$ cat src/core/ovr_pkg.sv
// Shared constants and types of the local override block
`default_nettype none
package ovr_pkg;
	// Structure
	localparam int NUM_POINTS = 4;
	localparam int VAL_W = 8;
	localparam int PTR_W = 2;
	// Value stepping
	localparam logic [7:0] VAL_MIN = 8'h00;
	localparam logic [7:0] VAL_MAX = 8'hFF;
	localparam logic [7:0] VAL_STEP = 8'h10;
	localparam logic [7:0] VAL_RST = 8'h00;
	// Button bit positions inside btn_t
	localparam int BTN_MINUS = 0;
	localparam int BTN_PLUS = 1;
	localparam int BTN_CENTRE = 2;
	// Timing, clock rate in MHz and times in microseconds
	localparam int unsigned CLK_MHZ = 200;
	localparam int unsigned DEBOUNCE_US = 10000;
	localparam int unsigned HOLD_US = 1000000;
	localparam int unsigned RPT_DLY_US = 500000;
	localparam int unsigned RPT_US = 200000;
	localparam logic [31:0] DEBOUNCE_CYC = 32'(DEBOUNCE_US * CLK_MHZ);
	localparam logic [31:0] HOLD_CYC = 32'(HOLD_US * CLK_MHZ);
	localparam logic [31:0] RPT_DLY_CYC = 32'(RPT_DLY_US * CLK_MHZ);
	localparam logic [31:0] RPT_CYC = 32'(RPT_US * CLK_MHZ);
	// Types
	typedef logic [VAL_W-1:0] value_t;
	typedef value_t [NUM_POINTS-1:0] vals_t;
	typedef logic [NUM_POINTS-1:0] pmask_t;
	typedef logic [PTR_W-1:0] ptr_t;
	typedef struct packed {
		logic centre;
		logic plus;
		logic minus;
	} btn_t;
	typedef btn_t [NUM_POINTS-1:0] btns_t;
	typedef struct packed {
		logic ovr;
		value_t val;
	} entry_t;
	typedef struct packed {
		logic valid;
		ptr_t point;
		logic ovr;
		value_t val;
	} report_t;
	typedef struct packed {
		logic [2:0] sync;
		logic level;
		logic [31:0] cnt;
		logic [31:0] tmr;
		logic fired;
		logic ev;
	} fstate_t;
endpackage
`default_nettype wire

$ cat src/core/ovr_store.sv
// Retained per-point override state and value, registered read port
`default_nettype none
module ovr_store (
	// Clock and reset
	input wire logic clk,
	input wire logic sys_rst,
	// Write port
	input wire logic wrEn,
	input wire ovr_pkg::ptr_t wrAddr,
	input wire ovr_pkg::entry_t wrData,
	// Read port, data one cycle after address
	input wire ovr_pkg::ptr_t rdAddr,
	output ovr_pkg::entry_t rdData
);
	import ovr_pkg::*;

	typedef struct packed {
		entry_t [NUM_POINTS-1:0] mem;
		entry_t rd;
	} mstate_t;

	mstate_t st_r;
	mstate_t st_nxt;

	////////////////////////////////////////////////////////////////////////
	// Next state: write, then registered read of the old contents
	always_comb begin
		st_nxt = st_r;
		st_nxt.rd = st_r.mem[rdAddr];
		if (wrEn) begin
			st_nxt.mem[wrAddr] = wrData;
		end
	end

	// Array is not cleared by reset so that it keeps its contents
	always_ff @(posedge clk) begin
		st_r <= st_nxt;
		if (sys_rst) begin
			st_r.rd <= '0;
		end
	end

	assign rdData = st_r.rd;
endmodule
`default_nettype wire

$ cat src/core/button_filter.sv
// Synchroniser, debounce, hold and repeat timers for one point's buttons
`default_nettype none
module button_filter #(
	parameter logic [31:0] DEB_CYC = ovr_pkg::DEBOUNCE_CYC,
	parameter logic [31:0] HOLD_CYC = ovr_pkg::HOLD_CYC,
	parameter logic [31:0] RPT_DLY_CYC = ovr_pkg::RPT_DLY_CYC,
	parameter logic [31:0] RPT_CYC = ovr_pkg::RPT_CYC
) (
	// Clock and reset
	input wire logic clk,
	input wire logic sys_rst,
	// Raw button pins, high while pressed
	input wire ovr_pkg::btn_t btnRaw,
	// One-cycle events
	output ovr_pkg::btn_t evOut
);
	import ovr_pkg::*;

	genvar b;
	generate
		for (b = 0; b < 3; b++) begin : g_btn
			fstate_t st_r;
			fstate_t st_nxt;

			// Debounce needs a stable level for DEB_CYC, then timing
			always_comb begin
				st_nxt = st_r;
				st_nxt.sync = {st_r.sync[1:0], btnRaw[b]};
				st_nxt.ev = 1'b0;
				if (st_r.sync[2] != st_r.level &&
				    st_r.sync[1] == st_r.sync[2]) begin
					st_nxt.cnt = st_r.cnt + 32'h1;
					if (st_r.cnt >= DEB_CYC - 32'h1) begin
						st_nxt.level = st_r.sync[2];
						st_nxt.cnt = '0;
						st_nxt.tmr = '0;
						st_nxt.fired = 1'b0;
						// Step buttons act at the press itself
						st_nxt.ev = st_r.sync[2] && b != BTN_CENTRE;
					end
				end else begin
					st_nxt.cnt = '0;
					if (st_r.level) begin
						st_nxt.tmr = st_r.tmr + 32'h1;
						if (b == BTN_CENTRE) begin
							// One toggle per press, after the hold time
							if (!st_r.fired && st_r.tmr == HOLD_CYC - 32'h1) begin
								st_nxt.ev = 1'b1;
								st_nxt.fired = 1'b1;
							end
						end else if (!st_r.fired &&
						             st_r.tmr == RPT_DLY_CYC - 32'h1) begin
							st_nxt.ev = 1'b1;
							st_nxt.fired = 1'b1;
							st_nxt.tmr = '0;
						end else if (st_r.fired &&
						             st_r.tmr == RPT_CYC - 32'h1) begin
							st_nxt.ev = 1'b1;
							st_nxt.tmr = '0;
						end
					end
				end
			end

			always_ff @(posedge clk) begin
				if (sys_rst) begin
					st_r <= '0;
				end else begin
					st_r <= st_nxt;
				end
			end

			assign evOut[b] = st_r.ev;
		end
	endgenerate
endmodule
`default_nettype wire

$ cat src/core/io_point_local_override.sv
// Local manual override of the I/O points of one module
//
// Functional notes
// - Override only on output points; attempts on inputs give an error.
// - Works without bus manager when supply is good and key inserted.
// - Entering override holds the output at its last value.
// - Leaving override returns the output to the station's value.
// - Report each override and value; keep them in retained storage.
// - Configuration bit from controller blocks entering override.
// - Override changes act at once, no interlock gates them.
// - Centre button toggles override, taking effect while still held.
// - Plus in override raises value one step or turns relay on.
// - Minus in override lowers value one step or turns relay off.
// - Repeated or held steps continue and saturate at the end stages.
// - Status LED and LCD follow every override value change.
// - Plus or minus outside override gives error, value unchanged.
// - Yellow LED off in automatic, on while in local override.
// - Grouped points light together and accept input from any member.
// - Source priority: local, tool, function test, automatic.
`default_nettype none
module io_point_local_override #(
	parameter logic [31:0] DEB_CYC = ovr_pkg::DEBOUNCE_CYC,
	parameter logic [31:0] HOLD_CYC = ovr_pkg::HOLD_CYC,
	parameter logic [31:0] RPT_DLY_CYC = ovr_pkg::RPT_DLY_CYC,
	parameter logic [31:0] RPT_CYC = ovr_pkg::RPT_CYC
) (
	// Clock and reset
	input wire logic clk,
	input wire logic sys_rst,
	// Button pins per point
	input wire ovr_pkg::btns_t btnRaw,
	// Point configuration from the controller
	input wire ovr_pkg::pmask_t isOutput,
	input wire ovr_pkg::pmask_t isRelay,
	input wire ovr_pkg::pmask_t groupMask,
	input wire logic ovrDisable,
	input wire logic restoreEn,
	// Supply and address key pins
	input wire logic supplyOk,
	input wire logic addrKeyIn,
	// Lower priority value sources
	input wire ovr_pkg::vals_t autoVal,
	input wire ovr_pkg::pmask_t toolEn,
	input wire ovr_pkg::vals_t toolVal,
	input wire ovr_pkg::pmask_t testEn,
	input wire ovr_pkg::vals_t testVal,
	// Point outputs and indications
	output ovr_pkg::vals_t outValue,
	output ovr_pkg::pmask_t ovrLed,
	output ovr_pkg::pmask_t statusLed,
	output ovr_pkg::vals_t lcdValue,
	output ovr_pkg::pmask_t lcdUpdate,
	output ovr_pkg::pmask_t errInd,
	// Report towards the bus manager
	output ovr_pkg::report_t report
);
	import ovr_pkg::*;

	typedef enum logic [2:0] {
		ST_RD_REQ = 3'b001,
		ST_RD_LOAD = 3'b010,
		ST_RUN = 3'b100
	} phase_t;

	typedef struct packed {
		phase_t phase;
		ptr_t ptr;
		logic [2:0] supSync;
		logic [2:0] keySync;
		logic supOk;
		logic keyOk;
		pmask_t ovr;
		vals_t val;
		pmask_t dirty;
		vals_t outVal;
		pmask_t led;
		pmask_t stLed;
		vals_t lcd;
		pmask_t lcdUpd;
		pmask_t err;
		report_t rep;
	} tstate_t;

	tstate_t st_r;
	tstate_t st_nxt;
	btns_t ev;
	entry_t rdData;
	logic wrEn;
	ptr_t wrAddr;
	entry_t wrData;

	////////////////////////////////////////////////////////////////////////
	// Button conditioning per point
	genvar p;
	generate
		for (p = 0; p < NUM_POINTS; p++) begin : g_pt
			button_filter #(
				.DEB_CYC(DEB_CYC),
				.HOLD_CYC(HOLD_CYC),
				.RPT_DLY_CYC(RPT_DLY_CYC),
				.RPT_CYC(RPT_CYC)
			) u_filter (
				.clk(clk),
				.sys_rst(sys_rst),
				.btnRaw(btnRaw[p]),
				.evOut(ev[p])
			);
		end
	endgenerate

	////////////////////////////////////////////////////////////////////////
	// Retained storage of override state
	ovr_store u_store (
		.clk(clk),
		.sys_rst(sys_rst),
		.wrEn(wrEn),
		.wrAddr(wrAddr),
		.wrData(wrData),
		.rdAddr(st_r.ptr),
		.rdData(rdData)
	);

	////////////////////////////////////////////////////////////////////////
	// Override decisions, source selection, storage and reporting
	always_comb begin
		logic gTog;
		logic gPlus;
		logic gMinus;
		logic tog;
		logic up;
		logic dn;
		logic allowed;
		logic found;
		value_t nv;
		gTog = 1'b0;
		gPlus = 1'b0;
		gMinus = 1'b0;
		tog = 1'b0;
		up = 1'b0;
		dn = 1'b0;
		allowed = 1'b0;
		found = 1'b0;
		nv = '0;
		wrEn = 1'b0;
		wrAddr = '0;
		wrData = '0;
		st_nxt = st_r;
		st_nxt.err = '0;
		st_nxt.lcdUpd = '0;
		st_nxt.rep.valid = 1'b0;

		// Pins are accepted once second and third stage agree
		// Loss of supply or key blocks entry and steps but keeps an override; leaving still works
		st_nxt.supSync = {st_r.supSync[1:0], supplyOk};
		st_nxt.keySync = {st_r.keySync[1:0], addrKeyIn};
		if (st_r.supSync[1] == st_r.supSync[2]) begin
			st_nxt.supOk = st_r.supSync[2];
		end
		if (st_r.keySync[1] == st_r.keySync[2]) begin
			st_nxt.keyOk = st_r.keySync[2];
		end
		// No bus manager signal enters here on purpose
		allowed = st_r.supOk && st_r.keyOk;

		// A group acts as one function: any member's button drives all
		for (int i = 0; i < NUM_POINTS; i++) begin
			gTog = gTog | (ev[i].centre & groupMask[i]);
			gPlus = gPlus | (ev[i].plus & groupMask[i]);
			gMinus = gMinus | (ev[i].minus & groupMask[i]);
		end

		case (st_r.phase)
			ST_RD_REQ: begin
				// The store read is registered, so each entry takes two cycles
				// Read of entry ptr is under way
				st_nxt.phase = ST_RD_LOAD;
				if (!restoreEn) begin
					// Nothing retained: start clean and write back
					st_nxt.ovr = '0;
					st_nxt.val = '0;
					st_nxt.dirty = '1;
					st_nxt.phase = ST_RUN;
				end
			end
			ST_RD_LOAD: begin
				st_nxt.ovr[st_r.ptr] = rdData.ovr & isOutput[st_r.ptr];
				st_nxt.val[st_r.ptr] = rdData.val;
				st_nxt.dirty[st_r.ptr] = 1'b1; // Report restored state
				st_nxt.ptr = st_r.ptr + 2'h1;
				st_nxt.phase = ST_RD_REQ;
				if (st_r.ptr == PTR_W'(NUM_POINTS - 1)) begin
					st_nxt.phase = ST_RUN;
				end
			end
			ST_RUN: begin
				// Lowest dirty point is stored and reported first
				// One store write per cycle; later dirty points wait their turn
				for (int i = 0; i < NUM_POINTS; i++) begin
					if (st_r.dirty[i] && !found) begin
						found = 1'b1;
						wrEn = 1'b1;
						wrAddr = PTR_W'(i);
						wrData.ovr = st_r.ovr[i];
						wrData.val = st_r.val[i];
						st_nxt.dirty[i] = 1'b0;
						st_nxt.rep.valid = 1'b1;
						st_nxt.rep.point = PTR_W'(i);
						st_nxt.rep.ovr = st_r.ovr[i];
						st_nxt.rep.val = st_r.val[i];
					end
				end
				// Changes act in this cycle, no interlock involved
				for (int i = 0; i < NUM_POINTS; i++) begin
					tog = groupMask[i] ? gTog : ev[i].centre;
					up = groupMask[i] ? gPlus : ev[i].plus;
					dn = groupMask[i] ? gMinus : ev[i].minus;
					if (tog) begin
						if (!isOutput[i]) begin
							st_nxt.err[i] = 1'b1;
						end else if (st_r.ovr[i]) begin
							st_nxt.ovr[i] = 1'b0;
							st_nxt.dirty[i] = 1'b1;
						end else if (ovrDisable || !allowed) begin
							st_nxt.err[i] = 1'b1;
						end else begin
							st_nxt.ovr[i] = 1'b1;
							st_nxt.val[i] = st_r.outVal[i];
							st_nxt.dirty[i] = 1'b1;
						end
					end else if (up || dn) begin
						if (!isOutput[i]) begin
							st_nxt.err[i] = 1'b1;
						end else if (!st_r.ovr[i] || !allowed) begin
							st_nxt.err[i] = 1'b1;
						end else begin
							nv = st_r.val[i];
							if (up && isRelay[i]) begin
								nv = VAL_MAX;
							end else if (up) begin
								// Saturate at the top stage
								nv = (st_r.val[i] > VAL_MAX - VAL_STEP) ?
								     VAL_MAX : st_r.val[i] + VAL_STEP;
							end else if (isRelay[i]) begin
								nv = VAL_MIN;
							end else begin
								nv = (st_r.val[i] < VAL_MIN + VAL_STEP) ?
								     VAL_MIN : st_r.val[i] - VAL_STEP;
							end
							st_nxt.val[i] = nv;
							if (nv != st_r.val[i]) begin
								st_nxt.dirty[i] = 1'b1;
							end
						end
					end
				end
			end
			default: begin
				st_nxt.phase = ST_RD_REQ;
				st_nxt.ptr = '0;
			end
		endcase

		// Output source priority and indications
		// Taken from st_nxt so indications leave the flops with the value
		for (int i = 0; i < NUM_POINTS; i++) begin
			if (st_nxt.ovr[i]) begin
				st_nxt.outVal[i] = st_nxt.val[i];
			end else if (toolEn[i]) begin
				st_nxt.outVal[i] = toolVal[i];
			end else if (testEn[i]) begin
				st_nxt.outVal[i] = testVal[i];
			end else begin
				st_nxt.outVal[i] = autoVal[i];
			end
			st_nxt.led[i] = st_nxt.ovr[i];
			st_nxt.stLed[i] = st_nxt.outVal[i] != VAL_MIN;
			st_nxt.lcd[i] = st_nxt.outVal[i];
			st_nxt.lcdUpd[i] = st_nxt.outVal[i] != st_r.outVal[i];
		end
	end

	// All state in one register
	// Phase gets its one-hot start code, never the all-zero word
	always_ff @(posedge clk) begin
		if (sys_rst) begin
			st_r <= '0;
			st_r.phase <= ST_RD_REQ;
		end else begin
			st_r <= st_nxt;
		end
	end

	////////////////////////////////////////////////////////////////////////
	// Outputs straight from the state register
	assign outValue = st_r.outVal;
	assign ovrLed = st_r.led;
	assign statusLed = st_r.stLed;
	assign lcdValue = st_r.lcd;
	assign lcdUpdate = st_r.lcdUpd;
	assign errInd = st_r.err;
	assign report = st_r.rep;
endmodule
`default_nettype wire

$ cat config.mk
export PLATFORM = sky130hd
export DESIGN_NAME = io_point_local_override
export DESIGN_NICKNAME = d
export VERILOG_FILES = /design/src/core/ovr_pkg.sv /design/src/core/ovr_store.sv /design/src/core/button_filter.sv /design/src/core/io_point_local_override.sv
export SDC_FILE = /design/constraint.sdc
export NUM_CORES = 2
export LEC_CHECK = 0
export BUFFER_PORTS_ARGS = -buffer_cell sky130_fd_sc_hd__buf_4
export CORE_ASPECT_RATIO = 1.4
export CORE_UTILIZATION = 40
export CTS_CLUSTER_DIAMETER = 50
export DETAILED_ROUTE_END_ITERATION = 10
export GPL_TIMING_DRIVEN = 0
export MAX_ROUTING_LAYER = met4
export PLACE_DENSITY = 0.54
export SETUP_SLACK_MARGIN = 0.3
export SLEW_MARGIN = 10
export SYNTH_ARGS = -nofsm -noshare
export SYNTH_HDL_FRONTEND = slang
export SYNTH_SLANG_ARGS = --single-unit
$ cat constraint.sdc
create_clock -name clk -period 5 [get_ports clk]
set_input_delay 0.5 -clock clk [delete_from_list [all_inputs] [get_ports clk]]
set_output_delay 0.5 -clock clk [all_outputs]
set_load 0.005 [all_outputs]
After elaboration in Yosys (flattened, before gate mapping)
Index checks and enable logic that the tools add are counted.

cells by class
  mux-type cells = 286
  bitwise gates (word level) = 36
  reductions and logical operators = 153
  add/subtract/negate cells = 33
  eq/ne operators = 71
  $lt $le $gt $ge = 24

operators with widths
  cell                                                         count
  2-to-1 mux 34 bit                                            36
  adder 32 x 1 -> 32 bit (second input constant)               24
  2-to-1 mux 8 bit                                             81
  2-to-1 mux 32 bit                                            16
  >= comparator 32 x 21 -> 1 bit (second input constant)       12
  equality test 32 x 26 -> 1 bit (second input constant)       8
  equality test 32 x 27 -> 1 bit (second input constant)       8
  equality test 32 x 28 -> 1 bit (second input constant)       4
  2-to-1 mux 1 bit                                             121
  case mux 40 bit (3 select lines)                             1
  != test 8 bit                                                8
  2-to-1 mux 9 bit                                             7
  AND reduction 2 bit                                          26
  2-to-1 mux 12 bit                                            4
  nonzero test 2 bit                                           24
  logical AND 1 bit                                            42
  2-to-1 mux 40 bit                                            1
  bitwise mux 36 bit                                           1
  AND reduction 3 bit                                          12
  OR reduction 3 bit                                           12
  adder 8 x 5 -> 8 bit (second input constant)                 4
  bitwise mux 32 bit                                           1
  > comparator 8 bit (second input constant)                   4
  less-than comparator 8 x 5 -> 1 bit (second input constant)  4
  31 further kinds                                             142

storage, ports and cells
  flip-flop bits (word level) = 994
  word-level logic and storage cells = 708
  output and inout port bits = 92

Logic depth before layout (Yosys ltp)
  depth after elaboration = 21
  depth in mapped cells = 14
  gate-level depth less buffers = 11

Cells and area by module
From an unflattened synthesis, not the netlist that was laid out.

unflattened totals
  cell total of the unflattened synthesis = 5703
  area, all modules = 48919.4 um^2

by module, submodules not included
  module                                 area an instance (um^2)  sequential area each (um^2)  cells each  instances
  button_filter at g_pt[0].u_filter ...  9467.8                   4204.0                       1086        3
  io_point_local_override                9529.1                   2182.1                       1248        1
  button_filter at g_pt[2].u_filter      9340.2                   4204.0                       1105        1
  ovr_store                              1646.6                   1261.2                       92          1

Least setup slack after synthesis
No wires, ideal clock.

  path type = register -> register
  from = reg st_r[140] (netlist bit)
  to = reg st_r, in the netlist statusLed[2]
  arrival time = 3.393 ns
  period minus slack after synthesis = 3.512 ns
  required time = 4.880 ns
  library setup time = 0.120 ns
  buffers on the path = 2
  slack = 1.488 ns
  stages on the path, launching flop included = 13
  path through = dfxtp_1 buf_1 inv_1 ha_1 nor4bb_1 buf_2 nor3_2 a22o_1 nor3_2 a22o_1 a31o_2 or4_1 o31a_1

on the way
  longest elaborated chain between the ends = 8
  elaborated cells on any way between the ends = 15
  classes of those cells = 2 x order compare; 10 x mux; 1 x bitwise; 2 x reduce/logical

RTL lines
  element                                                                                                    line                                                            source
  start: declaration                                                                                         io_point_local_override.sv:84                                   tstate_t st_r;
  start signal: assignment                                                                                   io_point_local_override.sv:289                                  st_r <= st_nxt;
  less-than comparator 2 x 3 -> 1 bit (implied by the code) or >= comparator 2 x 1 -> 1 bit (tied branches)  io_point_local_override.sv:186, io_point_local_override.sv:187
  logical AND 1 bit (implied by the code)                                                                    io_point_local_override.sv:186, io_point_local_override.sv:187
  2-to-1 mux 8 bit (implied by the code) or 2-to-1 mux 1 bit (tied branches)                                 io_point_local_override.sv:187, io_point_local_override.sv:186
  demux 8 bit (select 2 bit) or demux 1 bit (select 2 bit) (tied branches)                                   io_point_local_override.sv:187, io_point_local_override.sv:186
  bitwise mux 32 bit or bitwise mux 4 bit (tied branches)                                                    io_point_local_override.sv:187, io_point_local_override.sv:186
  case mux 40 bit (3 select lines) *                                                                         io_point_local_override.sv:172                                  case (st_r.phase)
  2-to-1 mux 8 bit *                                                                                         io_point_local_override.sv:266                                  if (st_nxt.ovr[i]) begin
  nonzero test 8 bit *                                                                                       io_point_local_override.sv:276                                  st_nxt.stLed[i] = st_nxt.outVal[i] != VAL_MIN;

Every way passes the cells marked *; elsewhere a longest branch is shown, timed or not. The select of a mux whose other input is x is not followed.
A chain may end at the register's enable or synchronous reset.

Worst setup path in the final report
  from = reg st_r[142] (netlist bit)
  to = reg st_r, in the netlist lcdUpdate[1]

on the way
  longest elaborated chain between the ends = 4
  elaborated cells on any way between the ends = 6
  classes of those cells = 4 x eq/ne; 2 x mux

RTL lines
  element                                            line                            source
  equality test 3 bit, or another cell as far along  io_point_local_override.sv:172
  case mux 40 bit (3 select lines) *                 io_point_local_override.sv:172
  2-to-1 mux 8 bit *                                 io_point_local_override.sv:266
  != test 8 bit *                                    io_point_local_override.sv:278  st_nxt.lcdUpd[i] = st_nxt.outVal[i] != st_r.outVal[i];

Every way passes the cells marked *; elsewhere a longest branch is shown, timed or not.

==> flow_metrics.py <==
metrics = {
    "outcome": {
        "outcome": "complete, no violations",
    },
    "timing": {
        "fin_setup_tns_ns": 0,
        "tightest_slew_ns": 1.28,
        "hold_viol": 0,
        "finalCritPeriodShare_pct": 87.9,
        "layout_min_cycle_time_ns": 4.39,
        "timing.fmax_ghz": 0.228,
        "finalMaxSlewViolations": 0,
        "rsz0062_at_grt": "no",
        "finalSetupViolations": 0,
        "skew_ns": 0.0258,
        "max_slew_margin_pct": 14.9,
    },
    "yosys": {
        "synth-edff-count": 36,
        "yosysTopAreaCell": "dfxtp_1",
        "synth-seq-area-share_pct": 44.0,
        "synth_cell_types": 88,
        "synth.area.top_cells": "dfxtp_1 42%, nor2_1 7.5%, xnor2_1 6.0%",
        "syn_area_um2": 46000,
        "ys_ff_latch": 994,
        "ys_warn_count": 0,
        "synthArstFlopShare_pct": 0,
        "synthCells": 5434,
        "synthFlopType": "dfxtp_1",
        "postSynthAreaPerCell_um2": 8.47,
        "synth.top_cell.area_share_pct": 41.7,
    },
    "global_route": {
        "grt_antenna_before_repair": 2,
        "first_global_vias": 38500,
        "grt_max_degree": 15,
        "grt_overflow_total": 0,
        "grt_usage_pct": 22.6,
        "grt_pass1_wl_um": 206000,
    },
    "detailed_routing": {
        "drt_iter0_drc": 2640,
        "dr.pass1.iters": 7,
        "routedWlPerCell_um": 17.5,
        "ant_nets": 0,
        "drc": 0,
        "routed_wl_um": 131000,
        "viasPerCell": 5.36,
        "via_count": 40000,
    },
    "worst_setup_path": {
        "r2r-start": "st_r[142]",
        "regToRegSetupSlack_ns": 0.61,
        "path_class": "reg2reg",
        "crit_path_cell_trace": "clkbuf_1 -> or2_2 -> buf_2 -> buf_1 -> clkbuf_1 -> a31oi_1 -> a222oi_1 -> o21ai_0 -> xnor2_1 -> a41oi_1",
        "start_kind": "flip-flop",
        "cp-end-kind": "flip-flop",
        "cp_num_cells": 10,
        "ff2ff_path_depth": 10,
        "critPathTopFamily": "buffers and inverters",
        "crit_top_cell": "clkbuf_1",
        "cp-endpoint": "lcdUpdate[1]",
        "required_ns": 5.53,
        "cp_max_fo": 10,
        "cpPeakStageDelay_ns": 0.71,
        "cp.buffers_inverters": 4,
        "arrival_ns": 4.93,
        "cp_slowest_cell": "clkbuf_1",
        "crit_start": "st_r[142]",
        "r2r-end": "lcdUpdate[1]",
    },
    "worst_hold_path": {
        "min_path_type": "in2reg",
    },
    "power": {
        "powerDensity_nw_per_um2": 326,
        "p_leak_nw": 18.4,
        "vdd_ir_drop_max_mv": 0.262,
    },
    "clocking": {
        "clkLatencyLatePin_ns": 0.71,
        "clock_path_buffers": 3,
        "clkTransAtPathRegs_ns": 0.07,
        "post-cts-setup-buffer-count": 0,
        "htreeDepth": 3,
        "cts_buffers": 111,
        "tritoncts": "yes",
        "clkSinkCount": 994,
        "root_buffer": "clkbuf_16",
    },
    "floorplanning": {
        "io_pins": 226,
        "die_x_um": 289,
        "row_count": 146,
        "die-area_um2": 116000,
        "core-area_um2": 114000,
        "initial_core_util_pct": 40.5,
        "fp.dieH_um": 403,
    },
    "placement": {
        "dp_hpwl_um": 95300,
        "portBuffers": 215,
        "gp_congestion": 0.955,
    },
    "layout": {
        "layout-drive-gt1-share_pct": 10.6,
        "fin_util_pct": 47.5,
        "fin_nets": 6074,
        "fill_cells": 11300,
        "syn_to_final_growth_pct": 17.3,
        "antenna_cells": 0,
        "multiInputGateArea_um2": 24200,
        "seq_area_um2": 20300,
    },
    "job": {
        "cap_violations": 0,
    },
}
==> where the power goes <==
| part | internal (W) | total (W) | switching [W] |
|---|---|---|---|
| clock network | 0.00516 | 0.00866 | 0.00350 |
| logic | 0.000312 | 0.000763 | 0.000452 |
| registers | 0.00807 | 0.00815 | 0.0000830 |
| total | 0.0135 | 0.0176 | 0.00404 |
==> flip-flops by register name, indices dropped and copies added (netlist names) <==
register,count
ovrLed,4
g_pt.u_filter.g_btn.st_nxt,24
report,12
st_nxt,4
u_store.st_r,36
g_pt.u_filter.g_btn.st_r,804
errInd,4
st_r,45
lcdValue,32
statusLed,4
lcdUpdate,4
g_pt.u_filter.evOut,12
u_store.rdData,9
==> placed cells by master, fill, tap and decap left out, types with 30 or more instances in the layout <==
cell type	instances
nand4_1	138
dfxtp_1	958
clkbuf_16	116
mux2i_1	57
nor2b_1	76
xnor2_1	317
a21oi_1	244
nand2_1	409
nor4b_1	30
xor2_1	167
and2_1	35
and3_1	106
ha_1	40
edfxtp_1	36
buf_4	308
and4_1	38
nand3_1	285
nor2_1	914
nor3_1	149
a31oi_1	54
clkbuf_1	200
nor4_1	164
or3_1	66
conb_1	132
or2_2	38
o21ai_0	151
inv_1	130
a211oi_1	32
==> layout make-up <==
| class | count | area share [%] |
|---|---|---|
| flip-flops and latches | 994 | 37.5 |
| inverters | 133 | 0.925 |
| multi-input cells | 4120 | 44.8 |
| clock inverters | 66 | 1.58 |
| clock buffers | 133 | 5.66 |
| plain buffers | 318 | 2.94 |
| repair buffers | 222 | 3.12 |
| well taps | 1480 | 3.43 |
==> synth_stat cells, types with 17 or more instances <==
| library cell | number |
|---|---|
| a221oi_1 | 18 |
| a22oi_1 | 24 |
| buf_4 | 93 |
| or3_1 | 66 |
| and4_1 | 38 |
| o21ai_0 | 151 |
| o21a_1 | 17 |
| nand3_1 | 285 |
| nand2_1 | 409 |
| nand3b_1 | 28 |
| nor3_1 | 150 |
| and3_1 | 106 |
| xnor2_1 | 317 |
| xor2_1 | 167 |
| edfxtp_1 | 36 |
| buf_2 | 17 |
| mux2_2 | 19 |
| nor4_1 | 164 |
| or2_2 | 38 |
| nor2_1 | 914 |
| and2_1 | 35 |
| a211oi_1 | 32 |
| a311oi_1 | 28 |
| a22o_1 | 18 |
| inv_1 | 130 |
| a2111oi_0 | 23 |
| o211ai_1 | 23 |
| nand4_1 | 138 |
| dfxtp_1 | 958 |
| mux2i_1 | 57 |
| ha_1 | 40 |
| a21oi_1 | 244 |
| nor2b_1 | 76 |
| clkbuf_1 | 196 |
| nor4b_1 | 30 |
| a31oi_1 | 54 |
| a31o_2 | 20 |
| a222oi_1 | 19 |
==> per-layer routing <==
layer  up-vias  global-route usage, %  wire length (um)  share of wire (%)
met5         -                      -                 0                  0
li1      19900                      -                 -                  -
met1     18800                   26.3             55500                 42
met3       303                   2.71              6050                4.6
met4         0                   10.4              5890                4.5
met2      1015                   38.8             63400                 48
==> stage by stage <==
stage,cells,hold slack (ns),power (W),cell area (um2),setup slack (ns)
global placement,7260,0.416,0.00908,50000,-0.926
CTS,7466,0.0106,0.0178,54000,0.612
finish,7466,0.0501,0.0176,54000,0.605
floorplan,5565,0.414,0.00871,46500,1.49
detailed placement,7260,0.420,0.00908,50000,0.514
global route,7466,0.0426,0.0182,54000,0.509
==> what timing repair did <==
| action | CTS | global route |
|---|---|---|
| endpoints found under the hold margin | 7 | 0 |
| endpoints found under the setup margin | 0 | 1 |
| gates resized for setup | 0 | 2 |
| hold buffers | 7 | 0 |
==> how the worst min path moves through the flow <==
| stage | startpoint | endpoint | cells after the start |
|---|---|---|---|
| 2_1_floorplan | g_pt[0].u_filter.g_btn[0].st_nxt[68] | g_pt[0].u_filter.g_btn[0].st_nxt[69] | 1 |
| 3_3_place_gp | g_pt[2].u_filter.g_btn[1].st_nxt[68] | g_pt[2].u_filter.g_btn[1].st_nxt[69] | 1 |
| 3_5_place_dp | st_nxt[138] | st_nxt[139] | 1 |
| 4_1_cts | btnRaw[9] | g_pt[3].u_filter.g_btn[0].st_nxt[68] | 2 |
| 5_1_grt | btnRaw[10] | g_pt[3].u_filter.g_btn[1].st_nxt[68] | 2 |
| 6_report | btnRaw[11] | g_pt[3].u_filter.g_btn[2].st_nxt[68] | 2 |
==> logic make-up after synthesis <==
family	count (synthesis)	synth area share, %
compound gates	813	11.6
other cells	1	0.00815
fa+ha+maj	40	1.09
flops	994	44.0
simple gates	2564	27.3
mux	87	2.23
xor+xnor	484	9.21
buf+inv	451	4.52
(Power assumes the default switching activity.)
